==> src/inc/ptm_pkg.sv <==
// Periodic timer package: register map, field positions, modes and constants
package ptm_pkg;

   // ----------------------------------------------------------------------
   // Register offsets (byte-wide registers, index order)
   // ----------------------------------------------------------------------
   localparam logic [2:0] OFS_CTRL0 = 3'h0;
   localparam logic [2:0] OFS_CTRL1 = 3'h1;
   localparam logic [2:0] OFS_CNT_L = 3'h2;
   localparam logic [2:0] OFS_CNT_H = 3'h3;
   localparam logic [2:0] OFS_CMPA_L = 3'h4;
   localparam logic [2:0] OFS_CMPA_H = 3'h5;
   localparam logic [2:0] OFS_CMPP_L = 3'h6;
   localparam logic [2:0] OFS_CMPP_H = 3'h7;

   // ----------------------------------------------------------------------
   // Field positions
   // ----------------------------------------------------------------------
   localparam int POS_PAUSE   = 7;
   localparam int POS_CKSEL   = 4;
   localparam int POS_ON      = 3;
   localparam int POS_MODE    = 6;
   localparam int POS_PINF    = 4;
   localparam int POS_INIT    = 3;
   localparam int POS_INV     = 2;
   localparam int POS_CLRSEL  = 0;

   localparam logic [7:0] CTRL0_RESET = 8'h00;
   localparam logic [7:0] CTRL1_RESET = 8'h00;
   localparam logic [9:0] CMP_RESET   = 10'h000;
   localparam logic [9:0] CNT_MAX     = 10'h3FF;

   // Internal clock prescale match values (period minus one); SUB_DIV is a period in system clock cycles
   localparam logic [5:0] DIV_SYS4  = 6'h03;
   localparam logic [5:0] DIV_H16   = 6'h0F;
   localparam logic [5:0] DIV_H64   = 6'h3F;
   localparam int         SUB_DIV   = 3052;

   // ----------------------------------------------------------------------
   // Enumerations
   // ----------------------------------------------------------------------
   typedef enum logic [1:0] {
      MODE_CMP   = 2'b00,
      MODE_UNDEF = 2'b01,
      MODE_PWM   = 2'b10,
      MODE_TMR   = 2'b11
   } ptm_mode_e;

   typedef enum logic [2:0] {
      CK_SYS4 = 3'b000,
      CK_SYS  = 3'b001,
      CK_H16  = 3'b010,
      CK_H64  = 3'b011,
      CK_SUB0 = 3'b100,
      CK_SUB1 = 3'b101,
      CK_EXTR = 3'b110,
      CK_EXTF = 3'b111
   } ptm_cksel_e;

   // Decoded control fields
   typedef struct packed {
      logic       counter_pause;
      ptm_cksel_e count_clock_select;
      logic       module_on_off;
      ptm_mode_e  operating_mode_select;
      logic [1:0] pin_function_select;
      logic       output_initial_level;
      logic       output_invert;
      logic       clear_source_select;
   } ptm_ctrl_s;

endpackage

==> src/rtl/ptm_timer.sv <==
// Periodic 10-bit timer with compare A/P, PWM, single pulse and counter modes
`timescale 1ns/1ps
`default_nettype none
// Functional notes
// 10-bit up-counter, internal or external clock
// Two 10-bit comparators A and P
// Counter read-only; cleared on switch-on
// Overflow or selected match clears, raises flag; with A clear select, overflow clears without a flag
// Pause holds counter, resumes from value
// Three-bit clock select decodes eight sources; CK_SUB0 and CK_SUB1 give the same sub-clock tick
// Switch-off stops, keeps count; on clears
// Switch-on resets output to initial level
// Two-bit mode field selects operating mode
// Software switches off before mode change
// Timer mode: output unused, bits ignored
// Compare mode: A match none/low/high/toggle
// PWM modes: inactive, active, PWM, pulse
// Requested level equal initial gives nothing
// Software changes pin function only off
// Initial-level bit sets level per mode
// Invert bit inverts output pin
// Software writes reserved bit as zero
// Clear select: A, else P or overflow
// Counter readable as low/high byte pair
// A-clear: only A flag, never P
// PWM: P sets period, A sets duty
// External input synchronised, edge counted
module ptm_timer
   import ptm_pkg::*;
(
   // Clock, reset, enable
   input  wire logic       clock,
   input  wire logic       rst_n,
   input  wire logic       clk_en,
   // Register port
   input  wire logic [2:0] reg_addr,
   input  wire logic [7:0] reg_wdata,
   input  wire logic       reg_wr,
   input  wire logic       reg_rd,
   output logic      [7:0] reg_rdata,
   // Pins and events
   input  wire logic       external_count_input,
   output logic            timer_output_pin,
   output logic            match_a_flag,
   output logic            match_p_flag
);

   // ----------------------------------------------------------------------
   // Registers
   // ----------------------------------------------------------------------
   logic [7:0] ctrl0_q;
   logic [7:0] ctrl1_q;
   logic [9:0] cmp_a_q;
   logic [9:0] cmp_p_q;
   logic [9:0] cnt_q;
   logic       on_prev_q;
   logic       out_q;
   logic       ext_s1_q;
   logic       ext_s2_q;
   logic       ext_s3_q;
   logic [5:0] pre_q;
   logic [11:0] sub_q;
   ptm_ctrl_s  ctl;

   assign ctl = '{counter_pause:         ctrl0_q[POS_PAUSE],
                  count_clock_select:    ptm_cksel_e'(ctrl0_q[POS_CKSEL +: 3]),
                  module_on_off:         ctrl0_q[POS_ON],
                  operating_mode_select: ptm_mode_e'(ctrl1_q[POS_MODE +: 2]),
                  pin_function_select:   ctrl1_q[POS_PINF +: 2],
                  output_initial_level:  ctrl1_q[POS_INIT],
                  output_invert:         ctrl1_q[POS_INV],
                  clear_source_select:   ctrl1_q[POS_CLRSEL]};

   function automatic logic is_wr(input logic [2:0] a, input logic [2:0] ofs);
      return reg_wr && (a == ofs);
   endfunction

   // Single-pulse end clears the on bit from inside the block
   logic on_rise;
   logic sp_mode;
   logic sp_end;
   logic tick;

   always_ff @(posedge clock) begin
      if (!rst_n) begin
         ctrl0_q <= CTRL0_RESET;
      end else if (clk_en) begin
         if (is_wr(reg_addr, OFS_CTRL0)) begin
            ctrl0_q <= {reg_wdata[7:3], 3'h0};
         end else if (sp_end) begin
            ctrl0_q[POS_ON] <= 1'b0;
         end else if (sp_mode && !ctl.module_on_off && ext_edge_pulse()) begin
            ctrl0_q[POS_ON] <= 1'b1;
         end
      end
   end

   always_ff @(posedge clock) begin
      if (!rst_n) begin
         ctrl1_q <= CTRL1_RESET;
         cmp_a_q <= CMP_RESET;
         cmp_p_q <= CMP_RESET;
      end else if (clk_en) begin
         if (is_wr(reg_addr, OFS_CTRL1)) ctrl1_q <= reg_wdata;
         if (is_wr(reg_addr, OFS_CMPA_L)) cmp_a_q[7:0] <= reg_wdata;
         if (is_wr(reg_addr, OFS_CMPA_H)) cmp_a_q[9:8] <= reg_wdata[1:0];
         if (is_wr(reg_addr, OFS_CMPP_L)) cmp_p_q[7:0] <= reg_wdata;
         if (is_wr(reg_addr, OFS_CMPP_H)) cmp_p_q[9:8] <= reg_wdata[1:0];
      end
   end

   // ----------------------------------------------------------------------
   // Read port: data valid in the cycle after the strobe
   // ----------------------------------------------------------------------
   always_ff @(posedge clock) begin
      if (!rst_n) begin
         reg_rdata <= 8'h00;
      end else if (clk_en) begin
         reg_rdata <= 8'h00;
         if (reg_rd) begin
            case (reg_addr)
               OFS_CTRL0:  reg_rdata <= ctrl0_q;
               OFS_CTRL1:  reg_rdata <= ctrl1_q;
               OFS_CNT_L:  reg_rdata <= cnt_q[7:0];
               OFS_CNT_H:  reg_rdata <= {6'h00, cnt_q[9:8]};
               OFS_CMPA_L: reg_rdata <= cmp_a_q[7:0];
               OFS_CMPA_H: reg_rdata <= {6'h00, cmp_a_q[9:8]};
               OFS_CMPP_L: reg_rdata <= cmp_p_q[7:0];
               OFS_CMPP_H: reg_rdata <= {6'h00, cmp_p_q[9:8]};
               default:    reg_rdata <= 8'h00;
            endcase
         end
      end
   end

   // ----------------------------------------------------------------------
   // External input synchroniser and count tick
   // ----------------------------------------------------------------------
   always_ff @(posedge clock) begin
      if (!rst_n) begin
         ext_s1_q <= 1'b0;
         ext_s2_q <= 1'b0;
         ext_s3_q <= 1'b0;
      end else if (clk_en) begin
         ext_s1_q <= external_count_input;
         ext_s2_q <= ext_s1_q;
         ext_s3_q <= ext_s2_q;
      end
   end

   // Edge of the selected polarity; falling used unless rising selected
   function automatic logic ext_edge_pulse();
      return (ctl.count_clock_select == CK_EXTR) ? (ext_s2_q && !ext_s3_q)
                                                 : (!ext_s2_q && ext_s3_q);
   endfunction

   // Prescalers free-run so the internal rates stay fixed
   always_ff @(posedge clock) begin
      if (!rst_n) begin
         pre_q <= 6'h00;
         sub_q <= 12'h000;
      end else if (clk_en) begin
         pre_q <= pre_q + 6'h01;
         sub_q <= (sub_q == 12'(SUB_DIV - 1)) ? 12'h000 : sub_q + 12'h001;
      end
   end

   always_comb begin
      case (ctl.count_clock_select)
         CK_SYS4: tick = (pre_q[1:0] == DIV_SYS4[1:0]);
         CK_SYS:  tick = 1'b1;
         CK_H16:  tick = (pre_q[3:0] == DIV_H16[3:0]);
         CK_H64:  tick = (pre_q == DIV_H64);
         CK_SUB0: tick = (sub_q == 12'h000);
         CK_SUB1: tick = (sub_q == 12'h000);
         CK_EXTR: tick = ext_edge_pulse();
         CK_EXTF: tick = ext_edge_pulse();
         default: tick = 1'b0;
      endcase
   end

   // ----------------------------------------------------------------------
   // Counter, comparators and flags
   // ----------------------------------------------------------------------
   logic run;
   logic pwm_mode;
   logic hit_a;
   logic hit_p;
   logic ovf;
   logic clr_cnt;

   assign on_rise  = ctl.module_on_off && !on_prev_q;
   assign pwm_mode = (ctl.operating_mode_select == MODE_PWM);
   assign sp_mode  = pwm_mode && (ctl.pin_function_select == 2'b11);
   // The switch-on edge only clears, so a stale count can never match there
   assign run      = ctl.module_on_off && !on_rise && !ctl.counter_pause && tick;
   assign hit_a    = run && (cnt_q == cmp_a_q);
   assign hit_p    = run && (cnt_q == cmp_p_q) && (cmp_p_q != 10'h000);
   assign ovf      = run && (cnt_q == CNT_MAX);

   // Compare A flag is not raised when A is zero (overflow then rules)
   logic a_ev;
   logic p_ev;
   assign a_ev = hit_a && (cmp_a_q != 10'h000);
   assign sp_end = sp_mode && a_ev;

   always_comb begin
      if (pwm_mode) begin
         // PWM: P period, zero P means full 1024 span; single pulse ignores P
         clr_cnt = sp_mode ? 1'b0 : (hit_p || (cmp_p_q == 10'h000 && ovf));
         p_ev    = sp_mode ? 1'b0 : (hit_p || (cmp_p_q == 10'h000 && ovf));
      end else if (ctl.clear_source_select) begin
         clr_cnt = a_ev || ovf;
         p_ev    = 1'b0;
      end else begin
         // Overflow occurs with P at zero, at CNT_MAX or below the count, and counts as the P event
         clr_cnt = hit_p || ovf;
         p_ev    = hit_p || ovf;
      end
   end

   always_ff @(posedge clock) begin
      if (!rst_n) begin
         cnt_q     <= 10'h000;
         on_prev_q <= 1'b0;
      end else if (clk_en) begin
         on_prev_q <= ctl.module_on_off;
         if (on_rise) begin
            cnt_q <= 10'h000;
         end else if (run && !sp_end) begin
            cnt_q <= clr_cnt ? 10'h000 : cnt_q + 10'h001;
         end
      end
   end

   always_ff @(posedge clock) begin
      if (!rst_n) begin
         match_a_flag <= 1'b0;
         match_p_flag <= 1'b0;
      end else if (clk_en) begin
         match_a_flag <= a_ev;
         match_p_flag <= p_ev;
      end
   end

   // ----------------------------------------------------------------------
   // Output stage
   // ----------------------------------------------------------------------
   logic pwm_active;
   logic raw_out;
   // Duty above the period gives a fully active waveform
   assign pwm_active = (cnt_q < cmp_a_q);

   always_ff @(posedge clock) begin
      if (!rst_n) begin
         out_q <= 1'b0;
      end else if (clk_en) begin
         if (on_rise) begin
            out_q <= ctl.output_initial_level;
         end else if (ctl.operating_mode_select == MODE_CMP && a_ev) begin
            case (ctl.pin_function_select)
               2'b00:   out_q <= out_q;
               2'b01:   out_q <= 1'b0;
               2'b10:   out_q <= 1'b1;
               2'b11:   out_q <= !out_q;
               default: out_q <= out_q;
            endcase
         end else if (sp_end) begin
            out_q <= !ctl.output_initial_level;
         end
      end
   end

   always_comb begin
      case (ctl.operating_mode_select)
         MODE_CMP: raw_out = out_q;
         MODE_PWM: begin
            case (ctl.pin_function_select)
               2'b00:   raw_out = !ctl.output_initial_level;
               2'b01:   raw_out = ctl.output_initial_level;
               2'b10:   raw_out = pwm_active ? ctl.output_initial_level
                                             : !ctl.output_initial_level;
               2'b11:   raw_out = ctl.module_on_off ? out_q : !ctl.output_initial_level;
               default: raw_out = 1'b0;
            endcase
         end
         default: raw_out = 1'b0;
      endcase
   end

   // Timer mode leaves the pin low; invert is ignored there
   assign timer_output_pin = (ctl.operating_mode_select == MODE_TMR) ? 1'b0
                             : (raw_out ^ ctl.output_invert);
endmodule
`default_nettype wire

==> config.mk <==
export PLATFORM = sky130hd
export DESIGN_NAME = ptm_timer
export DESIGN_NICKNAME = d
export VERILOG_FILES = /design/src/inc/ptm_pkg.sv /design/src/rtl/ptm_timer.sv
export SDC_FILE = /design/constraint.sdc
export NUM_CORES = 1
export LEC_CHECK = 0
export BUFFER_PORTS_ARGS = -buffer_cell sky130_fd_sc_hd__buf_2
export CAP_MARGIN = 10
export CORE_ASPECT_RATIO = 0.9
export CORE_MARGIN = 4
export CORE_UTILIZATION = 55
export CTS_CLUSTER_SIZE = 28
export DETAILED_ROUTE_END_ITERATION = 10
export GPL_TIMING_DRIVEN = 0
export PLACE_DENSITY = 0.73
export SYNTH_ARGS = -nofsm -noshare
export SYNTH_HDL_FRONTEND = slang
export SYNTH_SLANG_ARGS = --single-unit
==> constraint.sdc <==
create_clock -name clock -period 3.05 [get_ports clock]
set_input_delay 0.4575 -clock clock [delete_from_list [all_inputs] [get_ports clock]]
set_output_delay 0.4575 -clock clock [all_outputs]
set_load 0.05 [all_outputs]
# == Word-level counts from Yosys, hierarchy flattened ==
# Index checks and enable logic that the tools add are counted.
# op_classes
reduce_logical,57
n_bitwise,1
n_mul,0
order_cmp,1
n_eq_ne,27
addsub,3
n_shift,0
n_div,0
n_mux,25
# op_table
cell,n
case mux 8 bit (8 select lines),1
two-way mux 10 bit,3
"== test 3 bit, second input constant",8
logical AND 1 bit,24
== test 10 bit,2
nonzero test 10 bit,2
AND reduction 2 bit,8
two-way mux 1 bit,15
"adder 12 x 1 -> 12 bit, second input constant",1
"== test 12 bit, second input constant",1
"== test 3 x 2 -> 1 bit, second input constant",4
zero test 12 bit,1
two-way mux 12 bit,1
"adder 10 x 1 -> 10 bit, second input constant",1
"== test 10 bit, second input constant",1
"== test 2 bit, second input constant",5
zero test 10 bit,1
less-than comparator 10 bit,1
zero test 1 bit,9
two-way mux 8 bit,1
case mux 1 bit (7 select lines),1
"adder 6 x 1 -> 6 bit, second input constant",1
"== test 3 x 1 -> 1 bit, second input constant",2
"== test 6 bit, second input constant",1
14 further kinds,19
# word_totals
input_bits,17
output_inout_bits,11
latchBits,0
rom_bits,0
register_bits,76
wordCells,132
memories,0
ramBits,0

# == Logic depth before layout (Yosys ltp) ==
# Gate-level depths: netlist of run 1.
# logic_depth
depth_word,14
depth_mapped,10
mapped_depth_nobuf,9

# == Least setup slack after synthesis of run 1 ==
# No wires, ideal clock.
# synth_path
path_type,register -> output
startpoint,reg cmp_a_q[3]
endpoint,out timer_output_pin
path_slack_ns,0.700
required_time_ns,2.592
path_stages_with_launch,10
path_buffers,0
arrival_time_ns,1.893
path_cell_list,dfxtp_1 > inv_1 > ha_1 > a21o_1 > a21o_1 > a21oi_1 > o211ai_1 > mux2i_1 > mux2i_1 > nand2_1
# synth_between
elab_chain_len,6
# synth_lines
element,line,rtl
from (decl),ptm_timer.sv:53,logic [9:0] cmp_a_q;
from (signal assigned),ptm_timer.sv:105,"if (is_wr(reg_addr, OFS_CMPA_L)) cmp_a_q[7:0] <= reg_wdata;"
less-than comparator 10 bit,ptm_timer.sv:252,assign pwm_active = (cnt_q < cmp_a_q);
two-way mux 1 bit,ptm_timer.sv:281,2'b10: raw_out = pwm_active ? ctl.output_initial_level
case mux 1 bit (4 select lines),ptm_timer.sv:278,case (ctl.pin_function_select)
case mux 1 bit (2 select lines),ptm_timer.sv:275,case (ctl.operating_mode_select)
bitwise XOR 1 bit,ptm_timer.sv:293,: (raw_out ^ ctl.output_invert);
two-way mux 1 bit,ptm_timer.sv:292,assign timer_output_pin = (ctl.operating_mode_select == MODE_TMR) ? 1'b0
to (decl),ptm_timer.sv:43,"output logic timer_output_pin,"
# Every way passes these cells.

# == Worst setup path after layout of run 1 ==
# layout_path
startpoint,reg cmp_a_q[7]
endpoint,out timer_output_pin
# The elaborated chain is that of the path after synthesis.

==> results.ini, run 1 <==
[sta]
finClkSkew_ps=8.73
finalSetupViolations=0
finalSetupTns_ps=0
relSlewSlack=0.398
period_share=0.939
finalHoldViolCount=0
tightest_slew_ps=898
rsz0062_at_grt=no
drv_slew=0
period_needed_ps=2870
max_freq_mhz=349

[finish]
multi_input_area_um2=2590
drive_above_1_share=0.115
finish.net_count=583
antennaDiodeCount=0
fill_cells=646
regArea_um2=1520
area_growth_pct=11.3

[clock_network]
clk_pin_slew_ps=80
cts_tree=yes
clockBufferDepth=2
clkSinkCount=76
cts_hold_buf=0
cts_buffers=9
h-tree-depth=3
clk-insertion-delay-late_ps=360
root_buffer=clkbuf_8

[drt]
wl_met1_um=5450
vias=3931
dr.pass1.iters=7
wl_met3_um=1030
totalWireLength_um=11900
route.detailed.drc=0
wl_per_cell_um=18.2
drt_iter0_markers=243
top_layer=met4
route.met2.wl_um=5210
drtAntennaViolNets=0
via_per_inst=6.02

[synthesis]
yosys.cell_types.count=62
synth_edf_count=0
ys_ff_latch=76
ys_async_sr_fraction=0
ys_seq_area_frac=0.355
syn_area_per_cell_um2=8.35
postSynthCellCount=513
synth_top_flop_cell=dfxtp_1
yosys_warnings=0
synth_area_um2=4290
synth_nets=544

[placement]
io_buffers=27
gp_congestion=0.958
dpl.hpwl_um=8870

[power_and_ir_drop]
ir_worst_vdd_v=0.000353
p_per_area_nw_per_um2=437
cellLeakagePower_nw=1.83
power_mw=2.08

[worst_setup_path]
r2r-start=cmp_a_q[3]
crit_path_cell_trace=inv_1 > ha_1 > nand4_1 > nor2_1 > a21oi_1 > o211ai_1 > mux2i_1 > mux2i_1 > nand2_1 > buf_6
rrSetupSlack_ps=460
slowest_delay_ps=390
required_ps=2590
crit_fanout=3
start_kind=register
reg2regPathDepth=9
cp.arrival_ps=2410
critPathCaptureType=output pin
r2r-end=cnt_q[3]
critPathKind=register to output pin
crit_slowest_cell=dfxtp_1
cp_common_cell=mux2i_1

[hold_path]
hp-class=primary input to register
min-delay-start=external_count_input
hold_depth=3
hold-path-endpoint=ext_s1_q

[global_route]
overflow=0
grt_pass1_wl_um=19300
grt_pass1_vias=3676
antenna_found_initial=0
grt_max_degree=14
globalRouteTotalUtil=0.269

[run_status]
outcome=complete, no violations

[die]
die_x_um=101
row_count=30
die_h_um=91.7
core-area_um2=7540
die_area_um2=9270
pin_count=28
initial_core_util=0.568

[flow_run]
drv_cap=0

[area by class of cell]
cell class,count,share of cell area
Multi-Input combinational cell,390,0.543
Tap cell,96,0.0252
Sequential cell,76,0.319
Inverter,19,0.0149
Clock buffer,11,0.0296
Clock inverter,5,0.0126
Buffer,28,0.0236
Timing Repair Buffer,28,0.0312
[layer usage]
| metal | vias up | global-route usage |
|---|---|---|
| met3 | 16 | 0.0692 |
| met5 | - | 0 |
| li1 | 1917 | - |
| met4 | 0 | 0.0952 |
| met2 | 157 | 0.384 |
| met1 | 1841 | 0.389 |
[synthesized netlist by cell type, types with 3 or more instances]
master | number | area share
and2_1 | 5 | 0.0073
mux4_2 | 3 | 0.016
a31oi_1 | 9 | 0.013
a21oi_1 | 26 | 0.030
a22oi_1 | 10 | 0.018
or3_1 | 3 | 0.0044
nor2_1 | 72 | 0.063
nand3_1 | 24 | 0.028
nor3b_1 | 3 | 0.0053
nand3b_1 | 3 | 0.0053
clkbuf_1 | 24 | 0.021
ha_1 | 14 | 0.041
inv_1 | 17 | 0.015
nand2b_1 | 4 | 0.0058
o21ai_0 | 17 | 0.020
a21o_1 | 3 | 0.0053
nand4_1 | 15 | 0.022
nor3_1 | 5 | 0.0058
and3_1 | 10 | 0.015
o22ai_1 | 4 | 0.0058
xnor2_1 | 13 | 0.027
mux2i_1 | 40 | 0.093
nor2b_1 | 9 | 0.013
buf_1 | 3 | 0.0026
nor4_1 | 9 | 0.013
xor2_1 | 10 | 0.020
nand2_1 | 40 | 0.035
dfxtp_1 | 76 | 0.36
nor4b_1 | 3 | 0.0061
[sequential cells by signal, indices dropped and copies added, names as in the netlist, 5 cells and up]
name / count
cmp_p_q: 10
reg_rdata: 8
sub_q: 12
pre_q: 6
ctrl0_q: 5
cnt_q: 10
cmp_a_q: 10
ctrl1_q: 8
[how the worst max path moves through the flow]
| stage | from | to |
|---|---|---|
| floorplan | cmp_a_q[3] | timer_output_pin |
| global placement | cmp_a_q[3] | timer_output_pin |
| detailed placement | cmp_a_q[3] | timer_output_pin |
| CTS | cmp_a_q[3] | timer_output_pin |
| global route | cmp_a_q[7] | timer_output_pin |
| finish | cmp_a_q[7] | timer_output_pin |
[metrics by stage]
step                hold WS (ps)  cell area (µm²)  worst slack [ps]  std cells   util
floorplan                    456             4290               700        513      -
global placement             450             4540               456        636  0.602
detailed placement           459             4540               459        636  0.602
CTS                          340             4740              35.4        652  0.629
global route                 340             4770              24.5        653  0.632
finish                       349             4770               185        653  0.632
[layout by cell type, fill, tap and decap left out, types with 2 or more instances in the layout]
| cell | synthesis | routed |
|---|---|---|
| a21o_1 | 3 | 3 |
| a21oi_1 | 26 | 26 |
| a22oi_1 | 10 | 10 |
| a31oi_1 | 9 | 9 |
| and2_1 | 5 | 5 |
| and3_1 | 10 | 10 |
| and4_1 | 2 | 2 |
| and4b_1 | 2 | 2 |
| buf_1 | 3 | 3 |
| buf_2 | 0 | 26 |
| buf_6 | 1 | 2 |
| clkbuf_1 | 24 | 25 |
| clkbuf_8 | 0 | 10 |
| dfxtp_1 | 76 | 74 |
| dfxtp_2 | 0 | 2 |
| ha_1 | 14 | 13 |
| inv_1 | 17 | 17 |
| inv_2 | 2 | 2 |
| mux2i_1 | 40 | 40 |
| mux4_2 | 3 | 3 |
| nand2_1 | 40 | 40 |
| nand2b_1 | 4 | 4 |
| nand3_1 | 24 | 24 |
| nand3b_1 | 3 | 3 |
| nand4_1 | 15 | 15 |
| nor2_1 | 72 | 72 |
| nor2b_1 | 9 | 9 |
| nor3_1 | 5 | 5 |
| nor3b_1 | 3 | 3 |
| nor4_1 | 9 | 9 |
| nor4b_1 | 3 | 3 |
| o2111a_1 | 2 | 2 |
| o21a_1 | 2 | 2 |
| o21ai_0 | 17 | 17 |
| o22ai_1 | 4 | 4 |
| o2bb2ai_1 | 2 | 2 |
| or3_1 | 3 | 3 |
| xnor2_1 | 13 | 13 |
| xor2_1 | 10 | 10 |
[where the power goes]
group	switching [mW]	internal [mW]
combinational	0.149	0.0941
sequential	0.0279	1.01
clock	0.396	0.404
[cells by family after synthesis]
group                    synth area share
XOR/XNOR                           0.0470
AND/OR/NAND/NOR                     0.263
multiplexers                        0.112
buffers and inverters              0.0429
adder cells (fa/ha/maj)            0.0432
flip-flops                          0.355
AO/OA/AOI/OAI                       0.137
[worst max-delay path: cells and delay by family, from the launching register on]
kind,cells,cell delay [ps]
compound gates,2,240
fa+ha+maj,1,300
buf+inv,2,250
flops,1,390
mux,2,480
simple gates,3,390
[what timing repair did]
action	CTS	global route
endpoints found under the setup margin	0	1
gates resized for setup	0	6
hold endpoints to repair	0	0
setup buffers	0	1
(Power assumes the default switching activity.)
==> run 2: changes to the inputs <==
--- a/config.mk
+++ b/config.mk
@@ -8,12 +8,13 @@
 export BUFFER_PORTS_ARGS = -buffer_cell sky130_fd_sc_hd__buf_2
 export CAP_MARGIN = 10
 export CORE_ASPECT_RATIO = 0.9
-export CORE_MARGIN = 4
+export CORE_MARGIN = 2
 export CORE_UTILIZATION = 55
 export CTS_CLUSTER_SIZE = 28
 export DETAILED_ROUTE_END_ITERATION = 10
 export GPL_TIMING_DRIVEN = 0
 export PLACE_DENSITY = 0.73
+export SLEW_MARGIN = 20
 export SYNTH_ARGS = -nofsm -noshare
 export SYNTH_HDL_FRONTEND = slang
 export SYNTH_SLANG_ARGS = --single-unit
==> results.ini, run 2 (synthesis results as in run 1) <==
[die]
die_x_um=97.0  ; was 101 µm
pin_count=28  ; unchanged
die_area_um2=8510  ; was 9270 µm²
initial_core_util=0.568  ; unchanged
row_count=30  ; unchanged
core-area_um2=7540  ; unchanged
die_h_um=87.7  ; was 91.7 µm

[power_and_ir_drop]
p_sw_mw=0.592  ; was 0.573 mW
p_clk_frac=0.357  ; was 0.384
power_frac_comb=0.122  ; was 0.117
ir_worst_vdd_v=0.000291  ; was 0.000353 V
p_per_area_nw_per_um2=423  ; was 437 nW/µm²
seqPwrFrac=0.521  ; was 0.499
switching_share=0.296  ; was 0.275
cellLeakagePower_nw=1.80  ; was 1.83 nW
p_int_mw=1.41  ; was 1.51 mW

[placement]
io_buffers=27  ; unchanged
preCtsSetupSlack_ps=472  ; was 459 ps
dpl.hpwl_um=8740  ; was 8870 µm
gp_congestion=1.00  ; was 0.958

[sta]
period_share=0.950  ; was 0.939
rsz0062_at_grt=no  ; unchanged
finalSetupTns_ps=0  ; unchanged
relSlewSlack=0.342  ; was 0.398
period_needed_ps=2900  ; was 2870 ps
max_freq_mhz=345  ; was 349 MHz
finalHoldViolCount=0  ; unchanged
tightest_slew_ps=982  ; was 898 ps
drv_slew=0  ; unchanged
finClkSkew_ps=13.1  ; was 8.73 ps
finalSetupViolations=0  ; unchanged
fin_ws_ps=153  ; was 185 ps

[hold_path]
hp-class=primary input to register  ; unchanged
hold_depth=3  ; unchanged
min-delay-start=external_count_input  ; unchanged
hold-path-endpoint=ext_s1_q  ; unchanged

[worst_setup_path]
crit_fanout=3  ; unchanged
rrSetupSlack_ps=470  ; was 460 ps
reg2regPathDepth=8  ; was 9
required_ps=2590  ; about the same
r2r-start=ctrl0_q[4]  ; was cmp_a_q[3]
start_kind=register  ; unchanged
startpoint=cmp_a_q[3]  ; was cmp_a_q[7]
critPathKind=register to output pin  ; unchanged
r2r-end=cnt_q[5]  ; was cnt_q[3]
cp.arrival_ps=2440  ; was 2410 ps
critPathCaptureType=output pin  ; unchanged

[drt]
drt_iter0_markers=232  ; was 243
via_per_inst=6.12  ; was 6.02
drtAntennaViolNets=0  ; unchanged
totalWireLength_um=11800  ; was 11900 µm
vias=3991  ; was 3931
route.detailed.drc=0  ; unchanged
wl_per_cell_um=18.1  ; was 18.2 µm
dr.pass1.iters=5  ; was 7

[clock_network]
h-tree-depth=3  ; unchanged
clk_pin_slew_ps=80  ; about the same
cts_tree=yes  ; unchanged
clk-insertion-delay-late_ps=370  ; was 360 ps
clockBufferDepth=2  ; unchanged
root_buffer=clkbuf_8  ; unchanged
clkSinkCount=76  ; unchanged
cts_hold_buf=0  ; unchanged
cts_buffers=9  ; unchanged

[finish]
area_growth_pct=10.4  ; was 11.3%
antennaDiodeCount=0  ; unchanged
top_register=sub_q  ; unchanged
drive_above_1_share=0.117  ; was 0.115
largest_reg_flops=12  ; unchanged
finish.net_count=582  ; was 583
layout_common_cells=dfxtp_1 (72), nor2_1 (71), mux2i_1 (40), nand2_1 (40)  ; was dfxtp_1 (74), nor2_1 (72), mux2i_1 (40), nand2_1 (40)
final_common_cell=dfxtp_1  ; unchanged

[global_route]
met3_usage=0.0670  ; was 0.0692
grt_pass1_wl_um=18900  ; was 19300 µm
grt_max_degree=15  ; was 14
globalRouteTotalUtil=0.283  ; was 0.269
grt.busiest_layer=met2  ; was met1
grt_pass1_vias=3644  ; was 3676
overflow=0  ; unchanged
grtUsageMet1=0.401  ; was 0.389
antenna_found_initial=0  ; unchanged
use_met2=0.438  ; was 0.384

[run_status]
outcome=complete, no violations  ; unchanged

[flow_run]
drv_cap=0  ; unchanged

run 2: power groups by stage:
stage | sequential, mW | combinational [mW] | clock [mW]
2_1_floorplan | 1.06 | 0.166 | 0
3_3_place_gp | 1.06 | 0.231 | 0
3_5_place_dp | 1.06 | 0.236 | 0
4_1_cts | 1.04 | 0.237 | 0.726
5_1_grt | 1.04 | 0.269 | 0.762
6_report | 1.04 | 0.244 | 0.714
run 2: cell type report:
| cell class | instances | area (µm²) |
|---|---|---|
| fillers | 679 | 2820 |
| multi-input cells | 390 | 2580 |
| flip-flops and latches | 76 | 1530 |
| repair buffers | 27 | 141 |
| clock buffers | 10 | 128 |
| well taps | 96 | 120 |
| plain buffers | 28 | 113 |
| inverters | 19 | 71.3 |
| clock inverters | 6 | 47.5 |
run 2: repair_timing:
item                                   CTS  global route
endpoints found under the hold margin    0             0
setup buffers                            0             0
setup endpoints to repair                0             1
gates resized for setup                  0             8
run 2: stage by stage:
step           area, µm²  hold WS, ps  power, mW  instances  utilization
2_1_floorplan       4290          456       1.22        513            -
3_3_place_gp        4540          450       1.29        636        0.602
3_5_place_dp        4540          459       1.30        636        0.602
4_1_cts             4720          330       2.00        652        0.625
5_1_grt             4730          359       2.07        652        0.627
6_report            4730          335       2.00        652        0.627
run 2: worst max-delay path by stage:
stage	end	cells after the start
after floorplan	timer_output_pin	9
after global placement	timer_output_pin	10
after detailed placement	timer_output_pin	10
after CTS	timer_output_pin	10
after global routing	timer_output_pin	10
final	timer_output_pin	10
run 2: critical path, stage by stage (launching register included):
cell and delay (ps):
dfxtp_2 340, inv_1 80, ha_1 310, a21o_1 180, a21o_1 160, a21oi_1 150, o211ai_1 130, mux2i_1 270
mux2i_1 220, nand2_1 80, buf_6 160
run 2: layer usage:
layer | share of wire | routed length [µm] | vias up
met5 | 0 | 0 | -
met4 | 0.016 | 184 | 0
met3 | 0.071 | 841 | 22
met2 | 0.44 | 5220 | 154
met1 | 0.47 | 5580 | 1908
li1 | - | - | 1907
==> run 3: changes to the inputs <==
--- a/config.mk
+++ b/config.mk
@@ -5,6 +5,7 @@
 export SDC_FILE = /design/constraint.sdc
 export NUM_CORES = 1
 export LEC_CHECK = 0
+export ABC_AREA = 1
 export BUFFER_PORTS_ARGS = -buffer_cell sky130_fd_sc_hd__buf_2
 export CAP_MARGIN = 10
 export CORE_ASPECT_RATIO = 0.9
@@ -14,7 +15,8 @@
 export DETAILED_ROUTE_END_ITERATION = 10
 export GPL_TIMING_DRIVEN = 0
 export PLACE_DENSITY = 0.73
-export SLEW_MARGIN = 20
+export RECOVER_POWER = 25
+export SLEW_MARGIN = 15
 export SYNTH_ARGS = -nofsm -noshare
 export SYNTH_HDL_FRONTEND = slang
 export SYNTH_SLANG_ARGS = --single-unit
==> results.ini, run 3 <==
[die]
initial_core_util=0.567  ; was 0.568
die_area_um2=8500  ; was 8510 µm²
core-area_um2=7540  ; unchanged
die_h_um=87.7  ; about the same
pin_count=28  ; unchanged
die_x_um=97.0  ; about the same
row_count=30  ; unchanged

[synthesis]
postSynthCellCount=642  ; was 513
synth_most_common_cell=nand2_1  ; was dfxtp_1
ys_async_sr_fraction=0  ; unchanged
synth_top_area_frac=0.356  ; was 0.355
syn_area_per_cell_um2=6.67  ; was 8.35 µm²
synth_area_um2=4280  ; was 4290 µm²
yosys_warnings=0  ; unchanged
synth_area_leaders=dfxtp_1 (36%), nand2_1 (11%), a21oi_1 (8.3%), inv_1 (7.0%), o21ai_0 (6.4%)  ; was dfxtp_1 (36%), mux2i_1 (9.3%), nor2_1 (6.3%), ha_1 (4.1%), nand2_1 (3.5%)
synth_top_flop_cell=dfxtp_1  ; unchanged
ys_seq_area_frac=0.356  ; was 0.355
synth_nets=673  ; was 544
yosys.cell_types.count=38  ; was 62
ys_top_cells_by_count=nand2_1 (129), inv_1 (80), dfxtp_1 (76), a21oi_1 (71), nor2_1 (70)  ; was dfxtp_1 (76), nor2_1 (72), mux2i_1 (40), nand2_1 (40), a21oi_1 (26)
ys_ff_latch=76  ; unchanged
synth_top_area_cell=dfxtp_1  ; unchanged
synth_edf_count=0  ; unchanged

[worst_setup_path]
crit_fanout=8  ; was 3
crit_path_cell_trace=ha_1 > a21oi_1 > o21a_1 > nand3_1 > nand2_1 > nand3_1 > nand3_1 > nand2_1 > nand3_1 > nand2_1 > nor2_1 > clkbuf_4  ; was inv_1 > ha_1 > a21o_1 > a21o_1 > a21oi_1 > o211ai_1 > mux2i_1 > mux2i_1 > nand2_1 > buf_6
slowest_delay_ps=570  ; was 340 ps
critPathCaptureType=output pin  ; unchanged
critPathKind=register to output pin  ; unchanged
crit_slowest_cell=dfxtp_1  ; was dfxtp_2
r2r-start=cnt_q[7]  ; was ctrl0_q[4]
start_kind=register  ; unchanged
cp_common_cell=nand3_1
reg2regPathDepth=12  ; was 8
rrSetupSlack_ps=870  ; was 470 ps
required_ps=2590  ; about the same
r2r-end=cnt_q[7]  ; was cnt_q[5]
cp.arrival_ps=2490  ; was 2440 ps

[sta]
finalSetupTns_ps=0  ; unchanged
drv_slew=0  ; unchanged
max_freq_mhz=339  ; was 345 MHz
holdWs_ps=318  ; was 335 ps
rsz0062_at_grt=no  ; unchanged
relSlewSlack=0.602  ; was 0.342
tightest_slew_ps=595  ; was 982 ps
finClkSkew_ps=13.4  ; was 13.1 ps
fin_ws_ps=102  ; was 153 ps
period_share=0.966  ; was 0.950
finalSetupViolations=0  ; unchanged
period_needed_ps=2950  ; was 2900 ps
finalHoldViolCount=0  ; unchanged

[finish]
regArea_um2=1520  ; was 1530 µm²
final_common_cell=nand2_1  ; was dfxtp_1
area_growth_pct=10.7  ; was 10.4%
layout_common_cells=nand2_1 (129), inv_1 (80), dfxtp_1 (75), a21oi_1 (71), nor2_1 (69)  ; was dfxtp_1 (72), nor2_1 (71), mux2i_1 (40), nand2_1 (40)
fill_cells=738  ; was 679
top_register=sub_q  ; unchanged
design_area_um2=4740  ; was 4730 µm²
final_util=0.628  ; was 0.627
antennaDiodeCount=0  ; unchanged
largest_reg_flops=12  ; unchanged
multi_input_area_um2=2330  ; was 2580 µm²
finish.net_count=710  ; was 582
drive_above_1_share=0.117  ; about the same

[placement]
placed_cell_area_um2=4530  ; was 4540 µm²
gp_congestion=0.980  ; was 1.00
io_buffers=26  ; was 27
preCtsSetupSlack_ps=428  ; was 472 ps
dpl.hpwl_um=9410  ; was 8740 µm

[clock_network]
cts_tree=yes  ; unchanged
clk-insertion-delay-late_ps=370  ; about the same
clockBufferDepth=2  ; unchanged
cts_hold_buf=0  ; unchanged
root_buffer=clkbuf_8  ; unchanged
cts_buffers=9  ; unchanged
clkSinkCount=76  ; unchanged
h-tree-depth=3  ; unchanged
clk_pin_slew_ps=90  ; was 80 ps

[drt]
drtAntennaViolNets=0  ; unchanged
vias=4446  ; was 3991
via_per_inst=5.70  ; was 6.12
dr.pass1.iters=5  ; unchanged
wl_per_cell_um=15.7  ; was 18.1 µm
route.detailed.drc=0  ; unchanged
drt_iter0_markers=366  ; was 232
totalWireLength_um=12200  ; was 11800 µm

[hold_path]
hold_depth=3  ; unchanged
min-delay-start=external_count_input  ; unchanged
hold-path-endpoint=ext_s1_q  ; unchanged
hp-class=primary input to register  ; unchanged

[power_and_ir_drop]
cellLeakagePower_nw=1.94  ; was 1.80 nW
ir_worst_vdd_v=0.000272  ; was 0.000291 V
p_per_area_nw_per_um2=439  ; was 423 nW/µm²

[flow_run]
drv_cap=0  ; unchanged

[global_route]
antenna_found_initial=0  ; unchanged
grt_pass1_vias=4070  ; was 3644
globalRouteTotalUtil=0.293  ; was 0.283
grt_max_degree=15  ; unchanged
overflow=0  ; unchanged
grt_pass1_wl_um=19500  ; was 18900 µm

[run_status]
outcome=complete, no violations  ; unchanged

==> run 3: stage by stage <==
step | total power, mW | instances
global route | 2.13 | 780
detailed placement | 1.26 | 764
floorplan | 1.19 | 642
finish | 2.08 | 780
CTS | 2.08 | 780
global placement | 1.26 | 764
==> run 3: power breakdown <==
group	total [mW]	switching, mW	internal (mW)
logic	0.216	0.151	0.0653
registers	1.03	0.0160	1.01
clock network	0.832	0.426	0.406
==> run 3: cell families (layout without fill, tap and decap cells) <==
logic type	count (synthesis)	in the layout	share of synthesized area
and+or+nand+nor	280	280	0.285
AOI/OAI and AO/OA	159	159	0.206
buffers and inverters	107	149	0.0997
DFF	76	76	0.356
adders and majority gates	14	14	0.0409
xor gates and xnor gates	6	6	0.0123
==> run 3: worst max path at each step <==
| stage | cells past startpoint | end | slack (ps) | startpoint |
|---|---|---|---|---|
| after floorplan | 11 | timer_output_pin | 560 | cnt_q[9] |
| final | 12 | timer_output_pin | 100 | cnt_q[7] |
| after detailed placement | 12 | timer_output_pin | 430 | cnt_q[9] |
| after CTS | 12 | timer_output_pin | 20 | cnt_q[9] |
| after global placement | 12 | timer_output_pin | 410 | cnt_q[9] |
| after global routing | 12 | timer_output_pin | 9 | cnt_q[7] |
==> run 3: critical path, delay by kind of cell, from the launching register on <==
kind                     cells  cell delay (ps)
adder cells (fa/ha/maj)      1              330
flip-flops                   1              570
buffers and inverters        1              250
AO/OA/AOI/OAI                2              350
AND/OR/NAND/NOR              8              620
==> run 3: metal layers <==
layer  GRT usage  wire length, µm
met1       0.397             5670
met2       0.454             5080
met3      0.0686             1070
met4       0.124              395
met5           0                0
==> run 3: final cells by class <==
type / instances / area share
Multi-Input combinational cell: 459 / 0.493
Sequential cell: 76 / 0.322
Inverter: 91 / 0.0721
Clock buffer: 10 / 0.0291
Timing Repair Buffer: 26 / 0.0269
Tap cell: 96 / 0.0254
Buffer: 16 / 0.0172
Clock inverter: 6 / 0.0151
==> run 3: timing repair <==
item	in CTS	in global routing
setup buffers	0	0
setup endpoints to repair	0	1
resized for setup	0	3
